## src/include/wrtb_pkg.sv

```systemverilog
// package: constants, register map and state carrier for the watchdog and timebase block
// ---------------------------------------------------------------------------
// Operation
// RL1 - activation bit is set by software, cleared only by system reset
// RL2 - hardware watchdog option keeps the watchdog running, activation bit ignored
// RL3 - 7-bit count decrements once every 16384 oscillator cycles while active
// RL4 - watchdog reset fires when the count rolls from 40h to 3Fh
// RL5 - watchdog control register at index 0024h, resets to 7Fh
// RL6 - timebase select picks divide by 16000, 32000, 80000 or 200000
// RL7 - a new timebase select applies only when the current period ends
// RL8 - period end sets the timebase flag; reading the status register clears it
// RL9 - timebase interrupt needs enable set and cpu interrupt mask inactive
// RL10 - halt with timebase interrupt enabled enters clock running stop mode
// RL11 - wait mode leaves the timebase running; its interrupt wakes from wait
// RL12 - in clock running stop the counter runs, registers frozen, interrupt wakes
// RL13 - full halt freezes counter and registers; timebase interrupt cannot wake it
// RL14 - clock status register at index 0026h, resets to 00h, bits 7:4 zero
// RL15 - software avoids bit set or clear instructions on the clock status register
// RL16 - software always writes one to the count top bit
// RL17 - watchdog write loads the count and sets activation when bit 7 is one
// ---------------------------------------------------------------------------
package wrtb_pkg;

  // ---------------------------------------------------------------------------
  // register map: indices, byte address is four times the index
  // ---------------------------------------------------------------------------
  localparam logic [11:0] WDG_CTRL_IDX = 12'h024;
  localparam logic [11:0] CLK_STAT_IDX = 12'h026;
  localparam logic [11:0] IRQ_STAT_IDX = 12'h028;
  localparam logic [11:0] IRQ_MASK_IDX = 12'h029;

  localparam logic [7:0] WDG_CTRL_RST = 8'h7F;
  localparam logic [7:0] CLK_STAT_RST = 8'h00;

  // clock status fields
  localparam int TB_FLAG_BIT = 0;
  localparam int TB_IE_BIT = 1;
  localparam int TB_SEL_LSB = 2;
  // watchdog control fields
  localparam int WDG_ACT_BIT = 7;
  localparam int WDG_TOP_BIT = 6;
  // interrupt status fields
  localparam int EV_TB_BIT = 0;
  localparam int EV_WDG_BIT = 1;

  // ---------------------------------------------------------------------------
  // timing counts in oscillator cycles
  // ---------------------------------------------------------------------------
  localparam int WDG_PRESCALE = 16384;
  localparam int TB_DIV0 = 16000;
  localparam int TB_DIV1 = 32000;
  localparam int TB_DIV2 = 80000;
  localparam int TB_DIV3 = 200000;

  typedef enum logic [1:0] {
    WRTB_RUN = 2'b00,
    WRTB_ACT_HALT = 2'b01,
    WRTB_HALT = 2'b10
  } wrtb_pmode_e;

  typedef struct packed {
    logic wdg_act;
    logic [6:0] wdg_cnt;
    logic [13:0] wdg_pre;
    logic wdg_rst;
    logic [1:0] tb_sel;
    logic [1:0] tb_sel_act;
    logic tb_ie;
    logic tb_flag;
    logic [17:0] tb_cnt;
    logic [1:0] irq_sts;
    logic [1:0] irq_msk;
    wrtb_pmode_e pmode;
    logic wakeup;
    logic [31:0] prdata;
  } wrtb_state_s;

endpackage : wrtb_pkg

```

## src/hw/wrtb_top.sv

```systemverilog
// watchdog down-counter and real-time timebase with apb register slave
module wrtb_top #(
  parameter int DIV0 = wrtb_pkg::TB_DIV0,
  parameter int DIV1 = wrtb_pkg::TB_DIV1,
  parameter int DIV2 = wrtb_pkg::TB_DIV2,
  parameter int DIV3 = wrtb_pkg::TB_DIV3,
  parameter int WDG_PRE = wrtb_pkg::WDG_PRESCALE
) (
  input wire logic pclk,
  input wire logic presetn,
  input wire logic ce,
  input wire logic psel,
  input wire logic penable,
  input wire logic pwrite,
  input wire logic [11:0] paddr,
  input wire logic [31:0] pwdata,
  output logic [31:0] prdata,
  output logic pready,
  output logic pslverr,
  input wire logic hw_wdg_opt,
  input wire logic cpu_irq_mask,
  input wire logic wait_mode,
  input wire logic halt_exec,
  input wire logic halt_wake_irq,
  output logic wdg_reset,
  output logic tb_irq_req,
  output logic irq,
  output logic wakeup,
  output logic [1:0] power_mode
);

  // ---------------------------------------------------------------------------
  // decode helpers
  // ---------------------------------------------------------------------------
  function automatic logic hit(input logic [11:0] addr, input logic [11:0] idx);
    hit = (addr == {idx[9:0], 2'b00});
  endfunction : hit

  function automatic logic [17:0] div_last(input logic [1:0] sel);
    unique case (sel)
      2'b00: div_last = 18'(DIV0 - 1);
      2'b01: div_last = 18'(DIV1 - 1);
      2'b10: div_last = 18'(DIV2 - 1);
      2'b11: div_last = 18'(DIV3 - 1);
    endcase
  endfunction : div_last

  wrtb_pkg::wrtb_state_s st;
  wrtb_pkg::wrtb_state_s next_st;

  logic setup_ph;
  logic access_ph;
  logic mapped;
  logic wr_wdg;
  logic wr_clk;
  logic rd_clk;
  logic regs_live;
  logic wdg_running;
  logic wdg_tick;
  logic tb_wrap;
  logic [6:0] wdg_new;

  // ---------------------------------------------------------------------------
  // apb slave: zero wait state, unmapped addresses answer with an error
  // ---------------------------------------------------------------------------
  assign setup_ph = psel && !penable;
  assign access_ph = psel && penable;
  assign mapped = hit(paddr, wrtb_pkg::WDG_CTRL_IDX) || hit(paddr, wrtb_pkg::CLK_STAT_IDX)
    || hit(paddr, wrtb_pkg::IRQ_STAT_IDX) || hit(paddr, wrtb_pkg::IRQ_MASK_IDX);
  assign pready = 1'b1;
  assign pslverr = access_ph && !mapped;
  assign prdata = st.prdata;

  // watchdog and clock status registers are frozen outside run mode; writes to them simply get no effect then
  assign regs_live = (st.pmode == wrtb_pkg::WRTB_RUN); // [RL12] [RL13]
  assign wr_wdg = access_ph && pwrite && regs_live && hit(paddr, wrtb_pkg::WDG_CTRL_IDX);
  assign wr_clk = access_ph && pwrite && regs_live && hit(paddr, wrtb_pkg::CLK_STAT_IDX);
  assign rd_clk = access_ph && !pwrite && regs_live && hit(paddr, wrtb_pkg::CLK_STAT_IDX);

  // ---------------------------------------------------------------------------
  // counters
  // ---------------------------------------------------------------------------
  // full halt stops the watchdog so it cannot bite while the oscillator is parked
  assign wdg_running = (st.wdg_act || hw_wdg_opt) && (st.pmode == wrtb_pkg::WRTB_RUN); // [RL2]
  assign wdg_tick = wdg_running && (st.wdg_pre == 14'(WDG_PRE - 1)); // [RL3]
  assign tb_wrap = (st.pmode != wrtb_pkg::WRTB_HALT) && (st.tb_cnt == div_last(st.tb_sel_act));
  assign wdg_new = wr_wdg ? pwdata[6:0] : (wdg_tick ? st.wdg_cnt - 7'h01 : st.wdg_cnt);

  always_comb begin
    next_st = st;
    next_st.wdg_rst = 1'b0;
    next_st.wakeup = 1'b0;
    // watchdog
    // the prescaler wraps at the parameter, not at its own 14-bit limit
    if (wdg_tick) begin
      next_st.wdg_pre = 14'h0000; // [RL3]
    end else if (wdg_running) begin
      next_st.wdg_pre = 14'(st.wdg_pre + 14'h0001); // [RL3]
    end
    if (wr_wdg && pwdata[wrtb_pkg::WDG_ACT_BIT]) begin
      next_st.wdg_act = 1'b1; // [RL1] [RL17]
    end
    next_st.wdg_cnt = wdg_new; // [RL17]
    // top bit falling while live forces the reset, whether by count or by a bad write
    if ((st.wdg_act || hw_wdg_opt || (wr_wdg && pwdata[wrtb_pkg::WDG_ACT_BIT]))
        && st.wdg_cnt[wrtb_pkg::WDG_TOP_BIT] && !wdg_new[wrtb_pkg::WDG_TOP_BIT]) begin
      next_st.wdg_rst = 1'b1; // [RL4] [RL16]
      next_st.irq_sts[wrtb_pkg::EV_WDG_BIT] = 1'b1;
    end
    // timebase counter runs in wait and clock running stop, stops in full halt
    if (st.pmode != wrtb_pkg::WRTB_HALT) begin // [RL11] [RL12] [RL13]
      next_st.tb_cnt = tb_wrap ? 18'h00000 : 18'(st.tb_cnt + 18'h00001);
    end
    if (wr_clk) begin
      next_st.tb_sel = pwdata[wrtb_pkg::TB_SEL_LSB +: 2];
      next_st.tb_ie = pwdata[wrtb_pkg::TB_IE_BIT];
    end
    if (tb_wrap) begin
      next_st.tb_sel_act = wr_clk ? pwdata[wrtb_pkg::TB_SEL_LSB +: 2] : st.tb_sel; // [RL6] [RL7]
    end
    // read clears the flag, but a period end in the same cycle wins
    if (rd_clk) begin
      next_st.tb_flag = 1'b0; // [RL8]
    end
    if (tb_wrap) begin
      next_st.tb_flag = 1'b1; // [RL8]
      next_st.irq_sts[wrtb_pkg::EV_TB_BIT] = 1'b1;
    end
    // interrupt status: write one to clear, a new event in the same cycle wins
    if (access_ph && pwrite && hit(paddr, wrtb_pkg::IRQ_STAT_IDX)) begin
      next_st.irq_sts = (st.irq_sts & ~pwdata[1:0])
        | {next_st.wdg_rst, tb_wrap};
    end
    if (access_ph && pwrite && hit(paddr, wrtb_pkg::IRQ_MASK_IDX)) begin
      next_st.irq_msk = pwdata[1:0];
    end
    // power modes
    unique case (st.pmode)
      wrtb_pkg::WRTB_RUN: begin
        if (halt_exec) begin
          next_st.pmode = st.tb_ie ? wrtb_pkg::WRTB_ACT_HALT : wrtb_pkg::WRTB_HALT; // [RL10]
        end
        if (wait_mode && tb_wrap && st.tb_ie) begin
          next_st.wakeup = 1'b1; // [RL11]
        end
      end
      wrtb_pkg::WRTB_ACT_HALT: begin
        if (halt_wake_irq || (tb_wrap && st.tb_ie)) begin
          next_st.pmode = wrtb_pkg::WRTB_RUN; // [RL12]
          next_st.wakeup = 1'b1;
        end
      end
      wrtb_pkg::WRTB_HALT: begin
        if (halt_wake_irq) begin
          next_st.pmode = wrtb_pkg::WRTB_RUN; // [RL13]
          next_st.wakeup = 1'b1;
        end
      end
      default: begin
        next_st.pmode = wrtb_pkg::WRTB_RUN;
      end
    endcase
    // read data captured in setup so it stands through the access phase
    if (setup_ph) begin
      next_st.prdata = 32'h00000000;
      if (hit(paddr, wrtb_pkg::WDG_CTRL_IDX)) begin
        next_st.prdata[7:0] = {st.wdg_act, st.wdg_cnt}; // [RL5]
      end
      if (hit(paddr, wrtb_pkg::CLK_STAT_IDX)) begin
        next_st.prdata[7:0] = {4'h0, st.tb_sel, st.tb_ie, st.tb_flag}; // [RL14]
      end
      if (hit(paddr, wrtb_pkg::IRQ_STAT_IDX)) begin
        next_st.prdata[1:0] = st.irq_sts;
      end
      if (hit(paddr, wrtb_pkg::IRQ_MASK_IDX)) begin
        next_st.prdata[1:0] = st.irq_msk;
      end
    end
  end

  always_ff @(posedge pclk or negedge presetn) begin
    if (!presetn) begin
      st <= '0;
      st.wdg_act <= wrtb_pkg::WDG_CTRL_RST[wrtb_pkg::WDG_ACT_BIT];
      st.wdg_cnt <= wrtb_pkg::WDG_CTRL_RST[6:0]; // [RL5]
      st.tb_sel <= wrtb_pkg::CLK_STAT_RST[wrtb_pkg::TB_SEL_LSB +: 2]; // [RL14]
      st.tb_sel_act <= wrtb_pkg::CLK_STAT_RST[wrtb_pkg::TB_SEL_LSB +: 2];
      st.tb_ie <= wrtb_pkg::CLK_STAT_RST[wrtb_pkg::TB_IE_BIT];
      st.tb_flag <= wrtb_pkg::CLK_STAT_RST[wrtb_pkg::TB_FLAG_BIT];
      st.pmode <= wrtb_pkg::WRTB_RUN;
    end else if (ce) begin
      st <= next_st;
    end
  end

  // ---------------------------------------------------------------------------
  // outputs
  // ---------------------------------------------------------------------------
  assign wdg_reset = st.wdg_rst;
  assign tb_irq_req = st.tb_flag && st.tb_ie && !cpu_irq_mask; // [RL9]
  assign irq = |(st.irq_sts & st.irq_msk);
  assign wakeup = st.wakeup;
  assign power_mode = st.pmode;
endmodule : wrtb_top

```

## config.mk

```make
export PLATFORM = sky130hd
export DESIGN_NAME = wrtb_top
export DESIGN_NICKNAME = d
export VERILOG_FILES = /design/src/include/wrtb_pkg.sv /design/src/hw/wrtb_top.sv
export SDC_FILE = /design/constraint.sdc
export NUM_CORES = 1
export LEC_CHECK = 0
export ABC_CLOCK_PERIOD_IN_PS = 2500
export BUFFER_PORTS_ARGS = -buffer_cell sky130_fd_sc_hd__buf_2
export CAP_MARGIN = 20
export CORE_MARGIN = 3
export CORE_UTILIZATION = 45
export CTS_BUF_LIST = sky130_fd_sc_hd__clkbuf_4 sky130_fd_sc_hd__clkbuf_8
export DETAILED_ROUTE_END_ITERATION = 6
export GPL_TIMING_DRIVEN = 0
export HOLD_SLACK_MARGIN = 0.12
export PLACE_DENSITY = 0.83
export SYNTH_ARGS = -nofsm -noshare
export SYNTH_HDL_FRONTEND = slang
export SYNTH_SLANG_ARGS = --single-unit
```

## constraint.sdc

```tcl
create_clock -name pclk -period 2.5 [get_ports pclk]
set_clock_uncertainty 0.1 [all_clocks]
set_input_delay 0.5 -clock pclk [delete_from_list [all_inputs] [get_ports pclk]]
set_output_delay 0.5 -clock pclk [all_outputs]
set_load 0.02 [all_outputs]
```

# After elaboration in Yosys (flattened, before gate mapping)

Index checks and enable logic that the tools add are counted.

Register bits: 62
Bits of input ports: 55
Output and inout port bits: 40
Word-level logic and storage cells: 116

Add/subtract/negate cells: 3
Eq/ne operators: 15
Multiplexer cells: 24
Bitwise operators: 4
Reduce and logical (&&, ||, !) cells: 54

Operators with widths:

| cell                                                                | number |
|---|---|
| 18-bit case mux with 4 select lines                                 | 1 |
| 12-bit by 8-bit == test with 1-bit output (second input constant)   | 4 |
| 14-bit two-way mux                                                  | 2 |
| 1-bit logical AND                                                   | 23 |
| 2-bit AND reduction                                                 | 11 |
| 18-bit by 1-bit adder with 18-bit output (second input constant)    | 1 |
| 18-bit == test                                                      | 1 |
| 18-bit two-way mux                                                  | 1 |
| 8-bit two-way mux                                                   | 2 |
| 14-bit by 1-bit adder with 14-bit output (second input constant)    | 1 |
| 14-bit == test (second input constant)                              | 1 |
| 7-bit two-way mux                                                   | 2 |
| 2-bit two-way mux                                                   | 6 |
| 2-bit nonzero test                                                  | 5 |
| 2-bit inequality test (second input constant)                       | 4 |
| 7-bit by 1-bit subtractor with 7-bit output (second input constant) | 1 |
| 2-bit == test (second input constant)                               | 3 |
| 1-bit logical OR                                                    | 6 |
| 1-bit two-way mux                                                   | 6 |
| 3-bit two-way mux                                                   | 2 |
| 2-bit case mux with 3 select lines                                  | 1 |
| 1-bit zero test                                                     | 5 |
| 2-bit bitwise AND                                                   | 2 |
| 2-bit by 1-bit == test with 1-bit output (second input constant)    | 2 |
| other kinds (6)                                                     | 7 |

# Depth between registers and ports, before layout

Depth after elaboration: 11
Gate-level depth with buffers: 8
Depth with buffers taken out: 7

# Least setup slack after synthesis

No wires, ideal clock.

Path kind: input-to-reg
From: input port paddr[9]
To: register st[59] in the netlist's numbering
Setup time: 125 ps
Arrival time: 2504 ps
Data required time: 2275 ps
Path slack: -229 ps
Stages: 6
Buffers on the path: 1
Cell sequence: or4_1 -> or3b_1 -> clkbuf_2 -> nor4b_2 -> mux2_2 -> mux2_2

Longest elaborated chain between the ends: 3

Ends and longest elaborated chain:

| item                                      | RTL line        | source |
|---|---|---|
| start: declaration                        | wrtb_top.sv:15  | `input wire logic [11:0] paddr,` |
| 12-bit by 8-bit == test with 1-bit output | wrtb_top.sv:36  | `hit = (addr == {idx[9:0], 2'b00});` |
| 1-bit logical AND                         | wrtb_top.sv:77  | `assign wr_clk = access_ph && pwrite && regs_live && hit(paddr, wrtb_pkg::CLK_STAT_IDX);` |
| 2-bit two-way mux                         | wrtb_top.sv:119 | `next_st.tb_sel_act = wr_clk ? pwdata[wrtb_pkg::TB_SEL_LSB +: 2] : st.tb_sel;` |
| end signal: assignment                    | wrtb_top.sv:192 | `st <= next_st;` |
| end: declaration                          | wrtb_top.sv:48  | `wrtb_pkg::wrtb_state_s st;` |

No other way between the ends.
A chain may end at the register's enable or synchronous reset.

# Worst setup path in the final report

From: input port paddr[9]
To: output port pslverr

Longest elaborated chain between the ends: 6
Elaborated cells on any way between the ends: 9
Those cells by class: eq/ne: 4; reduce/logical: 5

Ends and longest elaborated chain:

| item                                      | RTL line       | source |
|---|---|---|
| 12-bit by 8-bit == test with 1-bit output | wrtb_top.sv:36 |  |
| 1-bit logical OR                          | wrtb_top.sv:68 | `assign mapped = hit(paddr, wrtb_pkg::WDG_CTRL_IDX) \|\| hit(paddr, wrtb_pkg::CLK_STAT_IDX)` |
| 1-bit logical OR                          | wrtb_top.sv:69 | `\|\| hit(paddr, wrtb_pkg::IRQ_STAT_IDX) \|\| hit(paddr, wrtb_pkg::IRQ_MASK_IDX);` |
| 1-bit logical OR *                        | wrtb_top.sv:69 |  |
| 1-bit zero test *                         | wrtb_top.sv:71 | `assign pslverr = access_ph && !mapped;` |
| 1-bit logical AND *                       | wrtb_top.sv:71 |  |
| end: declaration                          | wrtb_top.sv:19 | `output logic pslverr,` |

Mark *: on every way between the ends. The rest lies on a longest branch, timed or not.

==> flow_metrics.py <==
metrics = {
    "synthesis": {
        "synth_area_mm2": 0.00386,
        "yosysSeqAreaShare": 0.404,
        "synth.distinct_cells": 67,
        "netlist_instances": 428,
        "synth_seq_cells": 62,
        "avgSynthCellArea_um2": 9.03,
        "synth-edff-count": 0,
        "synth-main-ff-cell": "dfrtp_1",
        "yosysWarnings": 0,
        "async_reset_ff_frac": 1.00,
    },
    "setup_path": {
        "r2r_end": "st[59]$_DFFE_PN0P_",
        "reg2reg_from": "st[59]$_DFFE_PN0P_",
        "cpMostUsedCell": "buf_6",
        "cpPeakStageDelay_ns": 0.54,
        "ff2ff_path_depth": 6,
        "r2r_slack_ns": 0.02,
        "path_class": "in -> out",
        "cp_slowest_cell": "or4_4",
        "cp_cell_sequence": "buf_6, or4_4, or3b_4, nor3b_4, buf_6",
        "cp-end-kind": "output pin",
        "cp.required_ns": 1.90,
        "cp_max_fo": 4,
        "cp.arrival_ns": 1.90,
        "critPathLaunchType": "primary input",
    },
    "routing": {
        "firstDrtPassIters": 5,
        "vias": 3585,
        "route.detailed.drc": 0,
        "wl_um": 10000,
        "wl_per_cell_um": 15.8,
        "detail_route.vias_per_cell": 5.64,
        "ant_nets": 0,
        "drt_iter0_drc": 333,
    },
    "sta": {
        "fin_crit_sh": 1.00,
        "hold_ws_ns": 0.137,
        "finalCriticalPeriod_ns": 2.50,
        "slew_headroom": 0.473,
        "slew_viol_final": 0,
        "rsz0062_at_grt": "true",
        "setup_viol": 1,
        "tightest_slew_ns": 0.791,
        "fin_ws_ns": -0.000128,
        "clock.fmax_mhz": 400,
        "hold_violations": 0,
    },
    "cts": {
        "clk_pin_slew_worst_paths_ns": 0.07,
        "numCtsBuffers": 9,
        "cts_tree": "yes",
        "cts_htree_levels": 3,
        "cts_num_sinks": 62,
        "cts_max_path_buffers": 2,
        "root_buffer": "clkbuf_8",
        "clkLatencyLatePin_ns": 0.35,
    },
    "flow_run": {
        "maxCapViolCount": 0,
    },
    "die": {
        "rows": 33,
        "io_pins": 95,
        "die_x_um": 98.7,
        "dieHeight_um": 98.7,
        "start_util": 0.468,
        "core_area_mm2": 0.00826,
        "die_area_mm2": 0.00974,
    },
    "grt": {
        "antenna_found_initial": 1,
        "grt_max_degree": 34,
        "grt_usage": 0.201,
        "grt_pass1_vias": 3376,
        "grt_overflow": 0,
        "grt_first_pass_wirelength_um": 16000,
    },
    "placement": {
        "place.gp.congestion": 0.933,
        "hpwlAfterDp_um": 6690,
        "dpl_cell_area_mm2": 0.00434,
        "port_buffers": 44,
    },
    "finish": {
        "nets": 584,
        "utilization": 0.592,
        "area_growth_pct": 26.6,
        "num_antenna_cells": 0,
        "final_area_mm2": 0.00489,
        "drive_gt1_frac": 0.307,
    },
    "power_and_ir_drop": {
        "p_total_uw": 2760,
        "ir_worst_vdd_mv": 0.327,
        "p_per_area_mw_per_mm2": 563,
        "p_leak_uw": 0.00223,
    },
    "worst_hold_path": {
        "hold_class": "in -> async",
    },
    "outcome": {
        "status": "complete, but fails checks",
        "violations": "setup timing",
    },
}
==> cell type report <==
cell class                 count  area [um2]
inverter                      14        52.6
clock buffer                  13         166
tap                          105         131
multi-input combinational    322        2120
fill                         656        3370
sequential                    62        1560
buffer                        52         353
clock inverter                 3        90.1
timing repair buffer          65         413
==> what timing repair did <==
action / in CTS / in global routing
buffers inserted: 13 / 7
setup endpoints to repair: 25 / 29
resized for setup: 14 / 24
gates cloned: 0 / 0
hold buffers: 0 / 0
pin swaps: 7 / 7
==> cell families (layout without fill, tap and decap cells) <==
logic type      count (synthesis)  after routing  share of synthesized area
simple gates                  186            186                      0.264
compound gates                 68             68                      0.121
buf+inv                        67            147                      0.103
flops                          62             62                      0.404
xor+xnor                       28             28                     0.0635
mux                            12             12                     0.0333
fa+ha+maj                       3              3                    0.00971
other cells                     2             25                    0.00194
==> stage by stage <==
step | TNS (ns) | std cells | setup WS, ns
6_report | -0.000128 | 636 | -0.000128
3_5_place_dp | -5.90 | 601 | -0.356
3_3_place_gp | -5.16 | 600 | -0.353
5_1_grt | -0.587 | 636 | -0.0478
4_1_cts | -0.109 | 630 | -0.0809
2_1_floorplan | -0.579 | 451 | -0.165
==> flip-flops by register name (all words and copies together), names as in the netlist <==
register	flops
power_mode	2
prdata	8
st	50
wakeup	1
wdg_reset	1
==> metal layers <==
layer	up-vias	track usage	share of wire
met5	-	0	0.00070
met4	2	0.0945	0.034
met3	41	0.0396	0.076
met2	186	0.324	0.48
met1	1679	0.260	0.41
li1	1677	-	-
==> how the worst max path moves through the flow <==
stage,start,end,slack [ns],cells past startpoint
floorplan,paddr[9],st[59]$_DFFE_PN0P_,-0.16,6
global placement,paddr[9],st[60]$_DFFE_PN0P_,-0.35,7
detailed placement,paddr[9],pslverr,-0.36,5
CTS,paddr[6],pslverr,-0.08,6
global route,st[59]$_DFFE_PN0P_,st[59]$_DFFE_PN0P_,-0.05,6
finish,paddr[9],pslverr,-0.0001,5
==> power by group <==
| part | switching [uW] | total (uW) | internal (uW) |
|---|---|---|---|
| registers | 105 | 1200 | 1090 |
| logic | 250 | 418 | 168 |
| clock network | 398 | 1140 | 740 |
| total | 753 | 2760 | 2000 |
==> cell usage in the layout (no fill, tap or decap), types with 3 or more instances in the layout <==
| cell type | n |
|---|---|
| mux2_2 | 3 |
| nand2b_1 | 4 |
| mux2_4 | 4 |
| and3_1 | 8 |
| conb_1 | 25 |
| buf_6 | 6 |
| bufinv_16 | 3 |
| o2111ai_1 | 3 |
| nor4_1 | 6 |
| buf_4 | 56 |
| o22ai_1 | 4 |
| dfstp_2 | 7 |
| xor2_1 | 8 |
| ha_1 | 3 |
| nor2_1 | 33 |
| clkbuf_1 | 10 |
| dfrtp_1 | 53 |
| a21oi_1 | 5 |
| nand3_1 | 20 |
| nand4_1 | 13 |
| nand2_1 | 38 |
| nor3_4 | 3 |
| a2bb2oi_1 | 4 |
| buf_2 | 42 |
| inv_1 | 13 |
| clkbuf_8 | 11 |
| mux2i_1 | 5 |
| and4_1 | 5 |
| xnor2_1 | 20 |
| o21ai_0 | 24 |
| or4_4 | 3 |
| nor2b_1 | 5 |
| nor3_1 | 16 |
==> Yosys cell counts, types with 3 or more instances <==
cell type   n  share of area
a21oi_1     5         0.0065
a2bb2oi_1   4         0.0091
and3_1      8          0.013
and4_1      5          0.011
buf_2       3         0.0039
buf_4      36          0.070
clkbuf_1   12          0.012
dfrtp_1    55           0.36
dfstp_2     7          0.048
ha_1        3         0.0097
inv_1      13          0.013
mux2_2      6          0.017
mux2i_1     5          0.013
nand2_1    38          0.037
nand2b_1    4         0.0065
nand3_1    20          0.026
nand4_1    13          0.021
nor2_1     35          0.034
nor2b_1     5         0.0081
nor3_1     18          0.023
nor3b_1     3         0.0058
nor4_1      9          0.015
o2111ai_1   3         0.0068
o21ai_0    24          0.031
o22ai_1     4         0.0065
or3b_1      3         0.0068
or4_1       3         0.0058
xnor2_1    20          0.045
xor2_1      8          0.018
==> critical path: cells and delay by family <==
| kind | cells | cell delay [ns] |
|---|---|---|
| and+or+nand+nor | 3 | 1.17 |
| buffers and inverters | 2 | 0.23 |
Power figures use the tool's default switching activity.
